### config.mk
export PLATFORM = sky130hd
export DESIGN_NAME = dmi_init_ctrl
export DESIGN_NICKNAME = d
export VERILOG_FILES = /design/src/logic/dmi_pkg.sv /design/src/logic/dmi_init_ctrl.sv
export SDC_FILE = /design/constraint.sdc
export NUM_CORES = 1
export LEC_CHECK = 0
export BUFFER_PORTS_ARGS = -buffer_cell sky130_fd_sc_hd__buf_2
export CAP_MARGIN = 20
export CORE_MARGIN = 2
export CORE_UTILIZATION = 33
export CTS_CLUSTER_DIAMETER = 40
export DETAILED_ROUTE_END_ITERATION = 6
export GPL_TIMING_DRIVEN = 0
export HOLD_SLACK_MARGIN = 0.12
export PLACE_DENSITY = 0.61
export SYNTH_ARGS = -nofsm -noshare
export SYNTH_HDL_FRONTEND = slang
export SYNTH_SLANG_ARGS = --single-unit
### constraint.sdc
create_clock -name ref_clk -period 3.3 [get_ports ref_clk]
set_clock_uncertainty 0.1 [all_clocks]
set_input_delay 0.495 -clock ref_clk [delete_from_list [all_inputs] [get_ports ref_clk]]
set_output_delay 0.495 -clock ref_clk [all_outputs]
set_load 0.05 [all_outputs]
### src/logic/dmi_pkg.sv
// Package for the DRAM initialization controller: constants, commands, carriers
// What the document requires
// Hold reset low at least 200us after power is stable.
// Drive clock-enable low at least 10ns before reset release.
// Wait 500us after reset release before raising clock-enable.
// Run clock at least max(10ns, 5 periods) and register NOP before clock-enable.
// Keep clock-enable high continuously until initialization ends.
// Device keeps termination high impedance until clock-enable registered high.
// Hold termination control static from clock-enable high until init completes.
// Wait reset exit time after clock-enable before first mode register set.
// Program mode registers 2, 3, 1, 0 then long calibration.
// Mode set drives all command strobes low; bank bits select register.
// DLL enable is A0 low in register 1; DLL reset A8 high in register 0.
// Only NOP or deselect between mode sets and long calibration.
// After long calibration wait DLL lock and calibration time.
// Warm reset holds reset at least 100ns then repeats the sequence.
// Every mode register written in full after reset.
// Each mode set drives every address field of the register.
// Space mode sets by cycle time; wait update delay before other commands.
// Mode rewrite in normal operation only when device idle.
// Write recovery field at least write recovery time over clock period.
// Column latency whole cycles from register zero bits A2, A4 to A6.
// Register zero bit A7 written zero for normal operation.
// Activate selects bank and row; reads use A10 and A12.
// Device clears DLL reset bit itself after the reset.
// Every wait timed by a counter loaded from a configurable value. Warm reset and CKE setup waits use fixed package values.
package dmi_pkg;
   localparam int CLK_PERIOD_PS   = 40000;
   localparam int PWR_RST_US      = 200;
   localparam int WARM_RST_NS     = 100;
   localparam int CKE_SETUP_NS    = 10;
   localparam int RST_EXIT_US     = 500;
   localparam int CLK_STABLE_NS   = 10;
   // Cycle counts, least times rounded up
   localparam int PWR_RST_CYC   = (PWR_RST_US * 1000000 + CLK_PERIOD_PS - 1) / CLK_PERIOD_PS;
   localparam int WARM_RST_CYC  = (WARM_RST_NS * 1000 + CLK_PERIOD_PS - 1) / CLK_PERIOD_PS;
   localparam int CKE_SETUP_CYC = (CKE_SETUP_NS * 1000 + CLK_PERIOD_PS - 1) / CLK_PERIOD_PS;
   localparam int RST_EXIT_CYC  = (RST_EXIT_US * 1000000 + CLK_PERIOD_PS - 1) / CLK_PERIOD_PS;
   localparam int CLK_STB_NS_CYC = (CLK_STABLE_NS * 1000 + CLK_PERIOD_PS - 1) / CLK_PERIOD_PS;
   localparam int CLK_STB_TCK   = 5;
   localparam int XPR_TCK_MIN   = 5;
   // Register offsets of the controller's own APB map
   localparam logic [7:0] OFF_CTRL   = 8'h00;
   localparam logic [7:0] OFF_STATUS = 8'h04;
   localparam logic [7:0] OFF_MR0    = 8'h08;
   localparam logic [7:0] OFF_MR1    = 8'h0C;
   localparam logic [7:0] OFF_MR2    = 8'h10;
   localparam logic [7:0] OFF_MR3    = 8'h14;
   localparam logic [7:0] OFF_WAIT   = 8'h18;
   // Control bits
   localparam int CTRL_START   = 0;
   localparam int CTRL_TERMLVL = 1;
   localparam int CTRL_COLD    = 2;
   localparam int CTRL_REMODE  = 3;
   localparam int CTRL_RESEL_LO = 4;
   // Mode register bit positions
   localparam int MR1_DLL_DIS = 0;
   localparam int MR0_DLL_RST = 8;
   localparam int MR0_TEST    = 7;
   // Mode register reset values
   localparam logic [12:0] MR0_RST = 13'h0_520;
   localparam logic [12:0] MR1_RST = 13'h0_000;
   localparam logic [12:0] MR2_RST = 13'h0_000;
   localparam logic [12:0] MR3_RST = 13'h0_000;
   localparam logic [7:0]  WAIT_RST = 8'h0_4;
   // Bank selects for the four registers
   localparam logic [2:0] BA_MR0 = 3'h0;
   localparam logic [2:0] BA_MR1 = 3'h1;
   localparam logic [2:0] BA_MR2 = 3'h2;
   localparam logic [2:0] BA_MR3 = 3'h3;
   // Command encodings {cs_n, ras_n, cas_n, we_n}
   localparam logic [3:0] CMD_MRS = 4'h0;
   localparam logic [3:0] CMD_NOP = 4'h7;
   localparam logic [3:0] CMD_DES = 4'hF;
   localparam logic [3:0] CMD_ZQL = 4'h6;
   localparam int ZQ_LONG_BIT = 10;

   typedef enum logic [3:0] {
      ST_IDLE    = 4'b0000,
      ST_RST     = 4'b0001,
      ST_CKELOW  = 4'b0010,
      ST_RSTEXIT = 4'b0011,
      ST_CKEUP   = 4'b0100,
      ST_XPR     = 4'b0101,
      ST_MRS     = 4'b0110,
      ST_MRSGAP  = 4'b0111,
      ST_ZQ      = 4'b1000,
      ST_CALWAIT = 4'b1001,
      ST_READY   = 4'b1010
   } dmi_state_e;

   // Command pins that travel together
   typedef struct packed {
      logic        csN;
      logic        rasN;
      logic        casN;
      logic        weN;
      logic [2:0]  bank;
      logic [12:0] addr;
   } dmi_cmd_s;
endpackage
### src/logic/dmi_init_ctrl.sv
// Host-side controller that resets and initializes the DRAM and sets its mode registers
`timescale 1ns/1ps
module dmi_init_ctrl #(
   parameter int PWR_RST_CYCLES  = dmi_pkg::PWR_RST_CYC,
   parameter int RST_EXIT_CYCLES = dmi_pkg::RST_EXIT_CYC,
   parameter int XS_CYCLES       = 8,
   parameter int MRD_CYCLES      = 4,
   parameter int MOD_CYCLES      = 12,
   parameter int DLLK_CYCLES     = 512,
   parameter int ZQINIT_CYCLES   = 512,
   parameter int CLK_DIV         = 4
) (
   input  wire logic               ref_clk,
   input  wire logic               arst_n,
   input  wire logic               psel,
   input  wire logic               penable,
   input  wire logic               pwrite,
   input  wire logic [7:0]         paddr,
   input  wire logic [31:0]        pwdata,
   output logic [31:0]             prdata,
   output logic                    pready,
   output logic                    pslverr,
   output logic                    memClk,
   output logic                    memRstN,
   output logic                    memCke,
   output logic                    term_ctrl_in,
   output dmi_pkg::dmi_cmd_s       memCmd
);
   localparam int CW = 20;
   localparam int MAXC = (1 << CW) - 1;

   dmi_pkg::dmi_state_e stateFf;
   logic [CW-1:0]       cntFf;
   logic [1:0]          mrIdxFf;
   logic [12:0]         mr0Ff, mr1Ff, mr2Ff, mr3Ff;
   logic [7:0]          waitFf;
   logic                termLvlFf, coldFf, startFf, remodeFf, doneFf, errFf;
   logic [7:0]          divCntFf;
   logic                clkFf, clkRiseFf;
   logic [3:0]          tickCntFf;
   logic                ckeHiSeen;

   // Clamp helper for counter loads
   function automatic logic [CW-1:0] clampc(input int v);
      int t;
      t = (v < 1) ? 1 : ((v > MAXC) ? MAXC : v);
      return t[CW-1:0];
   endfunction

   localparam int XPR_CYC = (XS_CYCLES > dmi_pkg::XPR_TCK_MIN * CLK_DIV * 2) ?
                            XS_CYCLES : dmi_pkg::XPR_TCK_MIN * CLK_DIV * 2;
   localparam int CKSTB_CYC = (dmi_pkg::CLK_STB_NS_CYC > dmi_pkg::CLK_STB_TCK * CLK_DIV * 2) ?
                              dmi_pkg::CLK_STB_NS_CYC : dmi_pkg::CLK_STB_TCK * CLK_DIV * 2;
   localparam int CALW_CYC = (DLLK_CYCLES > ZQINIT_CYCLES) ? DLLK_CYCLES : ZQINIT_CYCLES;

   // Memory clock divider; runs whenever out of reset so it is stable before CKE
   always_ff @(posedge ref_clk or negedge arst_n)
   begin
      if (!arst_n)
      begin
         divCntFf  <= 8'h00;
         clkFf     <= 1'b0;
         clkRiseFf <= 1'b0;
      end
      else if (divCntFf == 8'(CLK_DIV - 1))
      begin
         divCntFf  <= 8'h00;
         clkFf     <= ~clkFf;
         clkRiseFf <= ~clkFf;
      end
      else
      begin
         divCntFf  <= divCntFf + 8'h01;
         clkRiseFf <= 1'b0;
      end
   end
   assign memClk = clkFf;

   // APB slave: zero wait states, unmapped reads give zero with an error
   assign pready = 1'b1;
   always_comb
   begin
      pslverr = 1'b0;
      if (paddr == dmi_pkg::OFF_CTRL || paddr == dmi_pkg::OFF_STATUS ||
          paddr == dmi_pkg::OFF_MR0 || paddr == dmi_pkg::OFF_MR1 ||
          paddr == dmi_pkg::OFF_MR2 || paddr == dmi_pkg::OFF_MR3 ||
          paddr == dmi_pkg::OFF_WAIT)
         pslverr = 1'b0;
      else
         pslverr = psel & penable;
   end

   always_comb
   begin
      prdata = 32'h0000_0000;
      if (paddr == dmi_pkg::OFF_CTRL)
         prdata = {28'h000_0000, remodeFf, coldFf, termLvlFf, startFf};
      else if (paddr == dmi_pkg::OFF_STATUS)
         prdata = {23'h00_0000, errFf, memCke, memRstN, stateFf, doneFf, 1'b0};
      else if (paddr == dmi_pkg::OFF_MR0)
         prdata = {19'h0_0000, mr0Ff};
      else if (paddr == dmi_pkg::OFF_MR1)
         prdata = {19'h0_0000, mr1Ff};
      else if (paddr == dmi_pkg::OFF_MR2)
         prdata = {19'h0_0000, mr2Ff};
      else if (paddr == dmi_pkg::OFF_MR3)
         prdata = {19'h0_0000, mr3Ff};
      else if (paddr == dmi_pkg::OFF_WAIT)
         prdata = {24'h00_0000, waitFf};
      else
         prdata = 32'h0000_0000;
   end

   wire logic apbWr = psel & penable & pwrite;
   wire logic busy  = (stateFf != dmi_pkg::ST_IDLE) && (stateFf != dmi_pkg::ST_READY);

   // Writable registers; mode images locked while a sequence runs
   always_ff @(posedge ref_clk or negedge arst_n)
   begin
      if (!arst_n)
      begin
         mr0Ff     <= dmi_pkg::MR0_RST;
         mr1Ff     <= dmi_pkg::MR1_RST;
         mr2Ff     <= dmi_pkg::MR2_RST;
         mr3Ff     <= dmi_pkg::MR3_RST;
         waitFf    <= dmi_pkg::WAIT_RST;
         termLvlFf <= 1'b0;
         coldFf    <= 1'b1;
      end
      else if (apbWr && !busy)
      begin
         if (paddr == dmi_pkg::OFF_CTRL)
         begin
            termLvlFf <= pwdata[dmi_pkg::CTRL_TERMLVL];
            coldFf    <= pwdata[dmi_pkg::CTRL_COLD];
         end
         // Test-mode bit forced to zero; DLL-reset bit is added at issue time
         else if (paddr == dmi_pkg::OFF_MR0)
            mr0Ff <= pwdata[12:0] & ~(13'h0_001 << dmi_pkg::MR0_TEST);
         else if (paddr == dmi_pkg::OFF_MR1)
            mr1Ff <= pwdata[12:0];
         else if (paddr == dmi_pkg::OFF_MR2)
            mr2Ff <= pwdata[12:0];
         else if (paddr == dmi_pkg::OFF_MR3)
            mr3Ff <= pwdata[12:0];
         else if (paddr == dmi_pkg::OFF_WAIT)
            waitFf <= pwdata[7:0];
      end
   end

   // Start and remode requests: set by software; start cleared when taken, remode after the last mode set or in idle or reset
   always_ff @(posedge ref_clk or negedge arst_n)
   begin
      if (!arst_n)
      begin
         startFf  <= 1'b0;
         remodeFf <= 1'b0;
      end
      else
      begin
         if (apbWr && paddr == dmi_pkg::OFF_CTRL && pwdata[dmi_pkg::CTRL_START])
            startFf <= 1'b1;
         else if (stateFf == dmi_pkg::ST_IDLE || stateFf == dmi_pkg::ST_READY)
            startFf <= 1'b0;
         if (apbWr && !busy && paddr == dmi_pkg::OFF_CTRL && pwdata[dmi_pkg::CTRL_REMODE])
            remodeFf <= 1'b1;
         else if (stateFf == dmi_pkg::ST_IDLE || stateFf == dmi_pkg::ST_RST ||
                  (stateFf == dmi_pkg::ST_MRSGAP && cntFf == '0 && mrIdxFf == 2'd3))
            remodeFf <= 1'b0;
      end
   end

   // Mode set word for the current index; order 2,3,1,0
   dmi_pkg::dmi_cmd_s mrsCmd;
   always_comb
   begin
      mrsCmd = '{csN: 1'b0, rasN: 1'b0, casN: 1'b0, weN: 1'b0, bank: 3'h0, addr: 13'h0_000};
      case (mrIdxFf)
         2'd0:
         begin
            mrsCmd.bank = dmi_pkg::BA_MR2;
            mrsCmd.addr = mr2Ff;
         end
         2'd1:
         begin
            mrsCmd.bank = dmi_pkg::BA_MR3;
            mrsCmd.addr = mr3Ff;
         end
         2'd2:
         begin
            mrsCmd.bank = dmi_pkg::BA_MR1;
            mrsCmd.addr = mr1Ff & ~(13'h0_001 << dmi_pkg::MR1_DLL_DIS);
         end
         default:
         begin
            mrsCmd.bank = dmi_pkg::BA_MR0;
            mrsCmd.addr = mr0Ff | (13'h0_001 << dmi_pkg::MR0_DLL_RST);
         end
      endcase
   end

   // Sequencer: every wait is a down-counter; warm reset and CKE setup load fixed package values, the rest parameters
   always_ff @(posedge ref_clk or negedge arst_n)
   begin
      if (!arst_n)
      begin
         stateFf <= dmi_pkg::ST_IDLE;
         cntFf   <= '0;
         mrIdxFf <= 2'd0;
         doneFf  <= 1'b0;
         errFf   <= 1'b0;
         memRstN <= 1'b0;
         memCke  <= 1'b0;
         memCmd  <= '{csN: 1'b1, rasN: 1'b1, casN: 1'b1, weN: 1'b1, bank: 3'h0, addr: 13'h0_000};
      end
      else
      begin
         memCmd <= '{csN: 1'b1, rasN: 1'b1, casN: 1'b1, weN: 1'b1, bank: 3'h0, addr: 13'h0_000};
         if (cntFf != '0)
            cntFf <= cntFf - 1'b1;
         case (stateFf)
            dmi_pkg::ST_IDLE:
               if (startFf)
               begin
                  stateFf <= dmi_pkg::ST_RST;
                  memRstN <= 1'b0;
                  memCke  <= 1'b0;
                  doneFf  <= 1'b0;
                  cntFf   <= coldFf ? clampc(PWR_RST_CYCLES) : clampc(dmi_pkg::WARM_RST_CYC);
               end
            dmi_pkg::ST_RST:
               if (cntFf <= clampc(dmi_pkg::CKE_SETUP_CYC))
               begin
                  stateFf <= dmi_pkg::ST_CKELOW;
                  cntFf   <= clampc(dmi_pkg::CKE_SETUP_CYC);
               end
            dmi_pkg::ST_CKELOW:
               if (cntFf == '0)
               begin
                  memRstN <= 1'b1;
                  stateFf <= dmi_pkg::ST_RSTEXIT;
                  cntFf   <= clampc(RST_EXIT_CYCLES);
               end
            dmi_pkg::ST_RSTEXIT:
               if (cntFf == '0)
               begin
                  stateFf <= dmi_pkg::ST_CKEUP;
                  cntFf   <= clampc(CKSTB_CYC);
               end
            dmi_pkg::ST_CKEUP:
            begin
               memCmd.csN <= 1'b0; // NOP before CKE
               if (cntFf == '0 && clkRiseFf)
               begin
                  memCke  <= 1'b1;
                  stateFf <= dmi_pkg::ST_XPR;
                  cntFf   <= clampc(XPR_CYC);
               end
            end
            dmi_pkg::ST_XPR:
               if (cntFf == '0)
               begin
                  stateFf <= dmi_pkg::ST_MRS;
                  mrIdxFf <= 2'd0;
               end
            dmi_pkg::ST_MRS:
            begin
               memCmd  <= mrsCmd;
               stateFf <= dmi_pkg::ST_MRSGAP;
               cntFf   <= (mrIdxFf == 2'd3) ? clampc(MOD_CYCLES) : clampc(MRD_CYCLES);
            end
            dmi_pkg::ST_MRSGAP:
               if (cntFf == '0)
               begin
                  mrIdxFf <= mrIdxFf + 2'd1;
                  if (mrIdxFf == 2'd3)
                  begin
                     stateFf <= remodeFf ? dmi_pkg::ST_READY : dmi_pkg::ST_ZQ;
                     doneFf  <= remodeFf; // Remode skips calibration
                  end
                  else
                     stateFf <= dmi_pkg::ST_MRS;
               end
            dmi_pkg::ST_ZQ:
            begin
               memCmd <= '{csN: 1'b0, rasN: 1'b1, casN: 1'b1, weN: 1'b0, bank: 3'h0,
                           addr: 13'h0_001 << dmi_pkg::ZQ_LONG_BIT};
               stateFf <= dmi_pkg::ST_CALWAIT;
               cntFf   <= clampc(CALW_CYC);
            end
            dmi_pkg::ST_CALWAIT:
               if (cntFf == '0)
               begin
                  stateFf <= dmi_pkg::ST_READY;
                  doneFf  <= 1'b1;
               end
            dmi_pkg::ST_READY:
               if (startFf)
               begin
                  stateFf <= dmi_pkg::ST_RST;
                  memRstN <= 1'b0;
                  memCke  <= 1'b0;
                  doneFf  <= 1'b0;
                  cntFf   <= coldFf ? clampc(PWR_RST_CYCLES) : clampc(dmi_pkg::WARM_RST_CYC);
               end
               else if (remodeFf)
               begin
                  // Idle device assumed: no bank traffic is issued by this block
                  stateFf <= dmi_pkg::ST_MRS;
                  mrIdxFf <= 2'd0;
                  doneFf  <= 1'b0;
               end
            default:
            begin
               stateFf <= dmi_pkg::ST_IDLE;
               errFf   <= 1'b1;
            end
         endcase
      end
   end

   // Termination input held static from CKE high through initialization
   assign ckeHiSeen = memCke;
   always_ff @(posedge ref_clk or negedge arst_n)
   begin
      if (!arst_n)
         term_ctrl_in <= 1'b0;
      else if (!ckeHiSeen)
         term_ctrl_in <= termLvlFf;
   end

   // Counts memory clock rises while CKE is held high, for the check below
   always_ff @(posedge ref_clk or negedge arst_n)
   begin
      if (!arst_n)
         tickCntFf <= 4'h0;
      else if (!memCke)
         tickCntFf <= 4'h0;
      else if (clkRiseFf && tickCntFf != 4'hF)
         tickCntFf <= tickCntFf + 4'h1;
   end

   chk_cke_hold_high: assert property (@(posedge ref_clk) disable iff (!arst_n)
      (memCke && stateFf != dmi_pkg::ST_READY && !startFf) |=> memCke)
      else $error("clock enable dropped during initialization");
   chk_rst_cke_low: assert property (@(posedge ref_clk) disable iff (!arst_n)
      $rose(memRstN) |-> !memCke && !$past(memCke))
      else $error("clock enable not low before reset release");
   chk_mrs_all_low: assert property (@(posedge ref_clk) disable iff (!arst_n)
      (stateFf == dmi_pkg::ST_MRSGAP && $past(stateFf) == dmi_pkg::ST_MRS) |->
      (memCmd[19:16] == dmi_pkg::CMD_MRS))
      else $error("mode set strobes not all low");
   chk_first_mr2: assert property (@(posedge ref_clk) disable iff (!arst_n)
      ($past(stateFf) == dmi_pkg::ST_XPR && stateFf == dmi_pkg::ST_MRS) |=>
      memCmd.bank == dmi_pkg::BA_MR2)
      else $error("first mode set not register two");
   chk_dll_reset: assert property (@(posedge ref_clk) disable iff (!arst_n)
      (memCmd[19:16] == dmi_pkg::CMD_MRS && memCmd.bank == dmi_pkg::BA_MR0) |->
      memCmd.addr[dmi_pkg::MR0_DLL_RST] && !memCmd.addr[dmi_pkg::MR0_TEST])
      else $error("register zero missing DLL reset or test bit set");
   chk_gap_nop: assert property (@(posedge ref_clk) disable iff (!arst_n)
      (stateFf == dmi_pkg::ST_MRSGAP && $past(stateFf) == dmi_pkg::ST_MRSGAP) |->
      memCmd.csN)
      else $error("command issued inside mode set gap");
   chk_term_static: assert property (@(posedge ref_clk) disable iff (!arst_n)
      (memCke && $past(memCke)) |-> $stable(term_ctrl_in))
      else $error("termination input moved during init");
   chk_cke_setup: assert property (@(posedge ref_clk) disable iff (!arst_n)
      $rose(memCke) |-> ##1 (memCmd.csN [*8]))
      else $error("command too soon after clock enable");
   chk_dll_en: assert property (@(posedge ref_clk) disable iff (!arst_n)
      (memCmd[19:16] == dmi_pkg::CMD_MRS && memCmd.bank == dmi_pkg::BA_MR1) |->
      !memCmd.addr[dmi_pkg::MR1_DLL_DIS])
      else $error("DLL not enabled in register one");
   chk_xpr_ticks: assert property (@(posedge ref_clk) disable iff (!arst_n)
      ($past(stateFf) == dmi_pkg::ST_XPR && stateFf == dmi_pkg::ST_MRS) |-> tickCntFf >= 4'h5)
      else $error("mode set before five clock periods");
endmodule

Word-level counts from Yosys, hierarchy flattened
Index checks and enable logic that the tools add are counted.

operators by class
  add/subtract/negate cells = 3
  $lt $le $gt $ge = 1
  equal/unequal tests = 34
  muxes and demuxes = 54
  bitwise logic cells = 8
  reductions and logical operators = 45

operators with widths
  operator                                                         count
  case mux 20 bit (7 select lines)                                 1
  2-to-1 mux 20 bit                                                6
  2-to-1 mux 13 bit                                                5
  2-to-1 mux 32 bit                                                2
  2-to-1 mux 4 bit                                                 12
  case mux 15 bit (3 select lines)                                 1
  case mux 4 bit (11 select lines)                                 1
  case mux 19 bit (2 select lines)                                 1
  equality test 8 x 5 -> 1 bit, second input constant              3
  less-or-equal comparator 20 x 1 -> 1 bit, second input constant  1
  logical NOT 20 bit                                               1
  nonzero test 20 bit                                              1
  subtractor 20 x 1 -> 20 bit, second input constant               1
  equality test 4 x 3 -> 1 bit, second input constant              4
  equality test 8 x 4 -> 1 bit, second input constant              2
  2-to-1 mux 8 bit                                                 2
  inequality test 2 bit, second input constant                     8
  2-to-1 mux 1 bit                                                 14
  equality test 4 bit, second input constant                       3
  AND reduction 6 bit                                              2
  OR reduction 11 bit                                              1
  2-to-1 mux 2 bit                                                 5
  AND reduction 5 bit                                              2
  logical AND 1 bit                                                9
  other kinds (31)                                                 57

word-level totals
  register bits = 124
  input bits = 45
  output and inout bits = 58
  word-level logic and storage cells = 171

Depth between registers and ports, before layout
Gate-level depths: netlist (run 1).

  word-level depth = 8
  depth in mapped cells = 8
  depth with buffers taken out = 7

Worst setup path before layout (run 1)
Ideal clock, no wire load.

  path kind = input to output
  start point = in paddr[7]
  end point = out prdata[4]
  arrival time = 2.765 ns
  data required time = 2.705 ns
  setup slack = -0.060 ns
  stages on the path = 7
  buffers on the path = 1
  cell sequence = or4_1 > clkbuf_1 > nor2_4 > nand2_1 > inv_1 > a32oi_1 > o21ai_0

on the way
  cells in the longest elaborated chain, start to end = 8
  elaborated cells between the ends (all ways) = 14
  those cells by class = 6 x eq/ne; 7 x mux; 1 x reduce/logical

RTL lines
  what                          RTL line              RTL
  start: declaration            dmi_init_ctrl.sv:18   input wire logic [7:0] paddr,
  equality test 8 x 5 -> 1 bit  dmi_init_ctrl.sv:108  else if (paddr == dmi_pkg::OFF_WAIT)
  2-to-1 mux 8 bit              dmi_init_ctrl.sv:108
  2-to-1 mux 13 bit             dmi_init_ctrl.sv:106  else if (paddr == dmi_pkg::OFF_MR3)
  2-to-1 mux 13 bit             dmi_init_ctrl.sv:104  else if (paddr == dmi_pkg::OFF_MR2)
  2-to-1 mux 13 bit             dmi_init_ctrl.sv:102  else if (paddr == dmi_pkg::OFF_MR1)
  2-to-1 mux 13 bit             dmi_init_ctrl.sv:100  else if (paddr == dmi_pkg::OFF_MR0)
  2-to-1 mux 32 bit             dmi_init_ctrl.sv:98   else if (paddr == dmi_pkg::OFF_STATUS)
  2-to-1 mux 32 bit (*)         dmi_init_ctrl.sv:96   if (paddr == dmi_pkg::OFF_CTRL)
  end: declaration              dmi_init_ctrl.sv:20   output logic [31:0] prdata,

Mark *: on every way between the ends. The rest lies on a longest branch, timed or not.

Worst setup path after layout (run 1)
Ends and elaborated chain as after synthesis.

==> key figures, run 1 <==
Status
  • Status: complete, no violations

Synthesis
  • Synth area leader: dfrtp_1
  • Main combinational cell family by area after synthesis: simple AND/OR/NAND/NOR gates
  • Mapped Cells: 625
  • #FFs+latches synth: 122
  • Most frequent cell after synthesis: dfrtp_1
  • Proportion of synthesized area in mux cells: 15.1%
  • Adder-cell share of the synthesized area: 1.71%
  • Warnings from Yosys: 0
  • Commonest cells post-synth: dfrtp_1, mux2_2, nor2_1
  • Simple-gate share of the synthesized area: 15.6%
  • Share of the synthesized area in the top cell type: 43.3%
  • Top_reg_cell synth: dfrtp_1
  • Post-synthesis xor/xnor area fraction: 2.93%
  • Yosys cell types: 69
  • Synthesized area: 0.00658 mm2
  • Area contributors post-synth: dfrtp_1, mux2_2, nor2_1
  • Synth Area in Compound Gates: 12.6%
  • Post-Synthesis Mean Instance Area: 10.5 um2
  • Share of the yosys chip area belonging to registers: 46.5%
  • Asr flop ratio synth: 100%
  • Post-synth EDFFs: 0

Clock network
  • CTS H-Tree Depth: 4
  • Bufs on Longest Clock Path: 2
  • Num CTS Buffers: 17
  • CTS sink cnt: 122
  • CTS root buffer: clkbuf_16
  • CTS tree: yes
  • Reg clk slew, reported paths: 0.06 ns
  • Worst-Skew Late Latency: 0.43 ns

STA
  • Unrepaired setup endpoints after global routing: false
  • Endpoints failing hold: 0
  • Crit path time final: 3.17 ns
  • Slew headroom: 23.0%
  • Setup violators final: 0
  • Final Cycle Share: 96.0%
  • Max Transition Viols Final: 0
  • Fmax achieved: 316 MHz
  • Setup TNS: 0 ns
  • Slew @ Worst Pin: 1.15 ns

Setup path
  • Critical setup path kind: input pin to output port
  • CP endpoint kind: output port
  • Crit Path Max Fanout: 10
  • Worst endpoint required time: 2.70 ns
  • Startpoint class of the critical path: input pin
  • Worst path arrival time: 2.57 ns

Global route
  • All-layer global routing usage: 17.8%
  • Met1 GRT Util: 24.5%
  • Number of global-route vias before repair: 5154
  • Met3 Usage GRT: 4.06%
  • Initial antenna violation count: 0
  • Gr busiest metal: met2
  • Met2 Resource Use GR: 27.2%
  • Largest net degree at the start of global routing: 65
  • Global-route wire length before repair: 29300 um
  • GR Overflow Total: 0

Die
  • Core box area: 0.0195 mm2
  • Full die area: 0.0211 mm2
  • Die Wd: 145 um
  • Die Y: 145 um
  • Initial core utilization: 33.7%
  • I/O pin count: 103
  • Row Count: 51

Pwr
  • Switching share of power: 37.6%
  • Peak VDD IR: 0.000374 V
  • P_int: 3.39 mW
  • Pwr/cell area: 687 mW/mm2
  • Static leakage power: 3.72 nW
  • Clk pwr share: 34.3%
  • Switch Pwr: 2.04 mW
  • Comb power frac: 33.7%
  • Flop pwr share: 32.0%
  • Power Total: 5.44 mW

Finish
  • Fillers: 1932
  • Area grow syn2layout: 20.4%
  • Fraction of layout cells with a size suffix above 1: 29.3%
  • Area of the multi-input gates: 0.00323 mm2
  • Register area: 0.00306 mm2
  • Ant diodes: 0
  • Final nets: 779

Drt
  • First DRT Iteration DRCs: 461
  • 1st-pass router iterations: 7
  • Vias/cell: 5.29
  • DRC viols: 0
  • Vias post-DR: 5303
  • Routed len/inst: 18.4 um
  • Antenna-violating nets left: 0
  • Final wirelength: 18400 um

Flow run
  • Max-cap viol count: 0

Placement
  • Gpl congestion: 0.863
  • DP HPWL: 12900 um
  • Port Buf Inserts: 61

Min path
  • HP Class: input pin to register
[critical path, cell delays in order]
cell and delay (ns):
buf_2 0.09, or4_1 0.50, clkbuf_1 0.22, nor2_4 0.27
nand2_1 0.29, inv_1 0.12, a32oi_1 0.06, o21ai_1 0.22
buf_2 0.30
[cell usage in the layout, fill, tap and decap left out, types with 4 or more instances in the layout]
cell        netlist  final
nand3_1          23     23
clkbuf_2          0      4
and3_1            9      9
a211oi_1          4      4
o211ai_1          4      4
nor3_1           15     15
buf_2             4     65
dfstp_2           8      8
mux2_2           65     65
nor2_1           60     60
clkbuf_1         21     18
inv_1            11     11
buf_4            24     24
o22ai_1           6      6
xnor2_1          10     10
ha_1              9      9
and2_1            6      6
o31ai_1           4      4
clkinvlp_4        0      4
clkbuf_16         0     17
a21oi_1          25     25
a222oi_1         11     11
o21ai_0          26     25
nor2b_1           9      9
a22oi_1           7      7
mux2i_1          18     18
a21o_1            4      4
nor4_1            4      4
buf_1             7      5
dfrtp_1         114    114
nand2_1          37     37
xor2_1           12     12
nand3b_1          4      4
conb_1            2     21
nand4_1           6      6
[routing by layer]
metal | wire [um] | vias to the layer above
met4 | 356 | 0
li1 | - | 2429
met1 | 8480 | 2647
met2 | 8600 | 197
met5 | 0 | -
met3 | 980 | 30
[final cells by class]
class | count | area share, %
clock inverter | 13 | 1.82
sequential | 122 | 38.7
inverter | 12 | 0.569
timing repair buffer | 63 | 4.41
tap | 265 | 4.19
clock buffer | 19 | 5.59
multi-input combinational | 453 | 40.7
buffer | 56 | 4.03
[repair_timing]
| action | CTS | global route |
|---|---|---|
| resized for setup | 2 | 5 |
| endpoints found under the setup margin | 8 | 5 |
| endpoints found under the hold margin | 53 | 0 |
| buffers inserted | 0 | 0 |
| hold buffers | 1 | 0 |
[registers in the layout (all words and copies together) (netlist names), 2 cells and up]
signal and cells:
cntFf 20, memCmd 18, mr2Ff 13, mr3Ff 13, mr0Ff 12, waitFf 8, mr1Ff 13, mrIdxFf 2
divCntFf 8, stateFf 4
[logic make-up after synthesis]
family | Yosys count
adder cells (fa/ha/maj) | 9
other | 2
buffers and inverters | 69
multiplexers | 87
AO/OA/AOI/OAI | 117
AND/OR/NAND/NOR | 197
XOR/XNOR | 22
flip-flops | 122
[metrics by stage]
step                      setup slack (ns)  area, um2  hold slack (ns)  instances  util (%)
after floorplan                     0.0872       6650           0.0994        644         -
after global placement              -0.181       7290            0.347        970      37.3
after detailed placement            -0.177       7320            0.346        971      37.5
after CTS                           0.0703       7920            0.234       1004      40.6
after global routing                0.0198       7920            0.239       1003      40.6
final                                0.133       7920            0.245       1003      40.6
[power groups by stage]
| stage | registers (mW) | clock network (mW) | logic [mW] |
|---|---|---|---|
| 6_report | 1.74 | 1.87 | 1.83 |
| 5_1_grt | 1.76 | 1.98 | 2.01 |
| 4_1_cts | 1.74 | 1.90 | 1.81 |
| 3_5_place_dp | 1.76 | 0 | 1.80 |
| 3_3_place_gp | 1.76 | 0 | 1.79 |
| 2_1_floorplan | 1.80 | 0 | 1.29 |
[worst paths after layout]
kind / startpoint / slack, ns / depth (start not counted) / to
setup / recovery: paddr[7] / 0.13 / 9 / prdata[4]
hold / removal: pwdata[10] / 0.24 / 2 / mr0Ff[10]
setup reg to reg: stateFf[1] / 0.26 / 7 / mr2Ff[8]
hold reg to reg: divCntFf[7] / 0.36 / 1 / divCntFf[7]
max in group asynchronous: arst_n / 1.84 / 3 / memCmd[17]
min in group asynchronous: arst_n / 0.52 / 2 / stateFf[1]
Note: power is estimated with default switching activity, not from simulation.
==> inputs of run 2 (changes only) <==
--- a/config.mk
+++ b/config.mk
@@ -14,6 +14,7 @@
 export GPL_TIMING_DRIVEN = 0
 export HOLD_SLACK_MARGIN = 0.12
 export PLACE_DENSITY = 0.61
+export SETUP_SLACK_MARGIN = 0.05
 export SYNTH_ARGS = -nofsm -noshare
 export SYNTH_HDL_FRONTEND = slang
 export SYNTH_SLANG_ARGS = --single-unit
==> constraint.sdc (replaced) <==
create_clock -name ref_clk -period 3 [get_ports ref_clk]
set_clock_uncertainty 0.1 [all_clocks]
set_input_delay 0.45 -clock ref_clk [delete_from_list [all_inputs] [get_ports ref_clk]]
set_output_delay 0.45 -clock ref_clk [all_outputs]
set_load 0.05 [all_outputs]
==> run 2 against run 1 <==
Net effect: via count up 0.58%; sequential share of layout area down 0.70 points; clock power up 16%; power up 12%; critical path type unchanged; highest routed layer unchanged.
==> key figures, run 2 (same netlist as run 1, synthesis figures left out) <==
Status
  • Status: complete, no violations

Drt
  • First DRT Iteration DRCs: 487 (+5.6%)
  • Vias post-DR: 5334 (+0.58%)
  • Final wirelength: 18800 um (+2.1%)
  • Antenna-violating nets left: 0 (unchanged)
  • Routed len/inst: 18.6 um (+1.2%)
  • DRC viols: 0 (unchanged)
  • 1st-pass router iterations: 7 (unchanged)
  • Vias/cell: 5.28 (-0.21%)

Setup path
  • Most frequent CP cell: buf_4
  • Worst path arrival time: 2.32 ns (-0.25 ns)
  • CP endpoint kind: output port
  • CP cell instances: buf_2, or4_1, clkbuf_2, nor3_4, buf_4, a32oi_1, o21ai_1, buf_4
  • Worst endpoint required time: 2.45 ns (-0.25 ns)
  • Critical setup path kind: input pin to output port
  • Startpoint class of the critical path: input pin
  • CP max stage delay: 0.50 ns (about the same)
  • Crit Path Max Fanout: 5 (-5)
  • Critical Path Slowest Stage Cell: or4_1

Finish
  • Biggest register: cntFf
  • Area grow syn2layout: 22.6%
  • Commonest non-fill, non-tap cell in the layout: dfrtp_1
  • Max reg flops: 20 (unchanged)
  • Fraction of layout cells with a size suffix above 1: 32.2% (+2.9 points)
  • Top Registers: cntFf: 20 flops, memCmd: 18 flops
  • Cell area after layout: 0.00807 mm2 (+1.8%)
  • Final nets: 787 (+1.0%)
  • Leading cell types in the layout, fill and taps excluded: dfrtp_1, buf_2, mux2_2, nor2_1, nand2_1
  • Fillers: 1940 (+0.41%)
  • Post-Layout Cell Count: 1011 (+0.80%)
  • Ant diodes: 0 (unchanged)

Die
  • Full die area: 0.0211 mm2 (unchanged)
  • Die Y: 145 um (unchanged)
  • Die Wd: 145 um (unchanged)
  • Initial core utilization: 33.7% (unchanged)
  • I/O pin count: 103 (unchanged)
  • Row Count: 51 (unchanged)
  • Core box area: 0.0195 mm2 (unchanged)

STA
  • Fmax achieved: 349 MHz
  • Endpoints failing hold: 0 (unchanged)
  • Unrepaired setup endpoints after global routing: true
  • Slew @ Worst Pin: 1.01 ns (-0.139 ns)
  • Max Transition Viols Final: 0 (unchanged)
  • Hold slack: 0.196 ns (-0.0493 ns)
  • Crit path time final: 2.87 ns
  • Slew headroom: 32.4% (+9.4 points)
  • Final Cycle Share: 95.6%
  • Setup violators final: 0 (unchanged)

Pwr
  • Switch Pwr: 2.25 mW (+10%)
  • Flop pwr share: 31.4% (-0.6 points)
  • Comb power frac: 33.2% (-0.5 points)
  • Clk pwr share: 35.4% (+1.1 points)
  • Static leakage power: 3.80 nW (+2.2%)
  • Peak VDD IR: 0.000511 V (+37%)
  • Switching share of power: 36.9% (-0.68 points)
  • P_int: 3.84 mW (+13%)
  • Pwr/cell area: 755 mW/mm2 (+10%)

Min path
  • HP Class: input pin to register

Placement
  • Placed Area: 0.00735 mm2 (+0.38%)
  • # placed instances: 971 (unchanged)
  • Gpl congestion: 0.867 (+0.45%)
  • DP HPWL: 12700 um (-0.98%)
  • Port Buf Inserts: 61 (unchanged)

Clock network
  • Reg clk slew, reported paths: 0.06 ns (about the same)
  • Bufs on Longest Clock Path: 2 (unchanged)
  • CTS root buffer: clkbuf_16
  • Num CTS Buffers: 17 (unchanged)
  • CTS tree: yes
  • CTS H-Tree Depth: 4 (unchanged)
  • Worst-Skew Late Latency: 0.42 ns (about the same)
  • CTS sink cnt: 122 (unchanged)

Flow run
  • Max-cap viol count: 0 (unchanged)

Global route
  • Global-route wire length before repair: 29600 um (+1.2%)
  • GR Overflow Total: 0 (unchanged)
  • Largest net degree at the start of global routing: 64 (-1.5%)
  • All-layer global routing usage: 18.0% (+0.21 points)
  • Number of global-route vias before repair: 5162 (+0.16%)
  • Initial antenna violation count: 0 (unchanged)
[run 2: path summary, 6_finish.rpt]
check	end	from	slack [ns]	cells after the start
hold / removal	mr2Ff[8]	pwdata[8]	0.20	2
setup reg to reg	mr3Ff[5]	stateFf[3]	0.15	8
hold reg to reg	errFf	errFf	0.37	1
max in group asynchronous	waitFf[2]	arst_n	1.56	3
min in group asynchronous	cntFf[17]	arst_n	0.46	2
setup / recovery	prdata[4]	paddr[7]	0.13	8
[run 2: repair_timing]
item	4_1_cts	5_1_grt
pin swaps	1	2
buffers inserted	2	6
endpoints found under the setup margin	20	25
hold buffers	1	0
resized for setup	9	13
hold endpoints to repair	55	0
gates cloned	0	0
[run 2: per-layer routing]
metal	vias up	global-route usage, %	wire length, um
met4	0	5.93	352
li1	2465	-	-
met5	-	0	0
met1	2680	24.9	8660
met3	24	3.62	993
met2	165	28.1	8790
[run 2: per-stage QoR]
step	worst slack [ns]	setup TNS [ns]	util, %	total power [mW]
after global routing	0.0359	0	41.3	6.43
after floorplan	0.0469	0	-	3.40
after detailed placement	-0.343	-8.54	37.6	3.92
final	0.131	0	41.3	6.09
after global placement	-0.355	-39.68	37.5	3.90
after CTS	0.0574	0	41.0	6.10
[run 2: critical path, delay by kind of cell]
family          cells  cell delay [ns]
buf+inv             4             0.70
compound gates      2             0.31
simple gates        2             0.84
[run 2: final cells by class]
type                            count  area (um2)  area share (%)
Clock buffer                       19         453            5.61
Timing Repair Buffer               71         414            5.13
Buffer                             56         325            4.03
Sequential cell                   122        3060            38.0
Clock inverter                     13         166            2.06
Multi-Input combinational cell    453        3270            40.5
Tap cell                          265         332            4.11
Inverter                           12        45.0           0.558
[run 2: power by group through the flow]
stage	sequential, mW	combinational [mW]	clock, mW
after floorplan	1.99	1.42	0
after global placement	1.94	1.97	0
after detailed placement	1.94	1.98	0
after CTS	1.91	2.00	2.19
after global routing	1.94	2.23	2.27
final	1.91	2.02	2.16
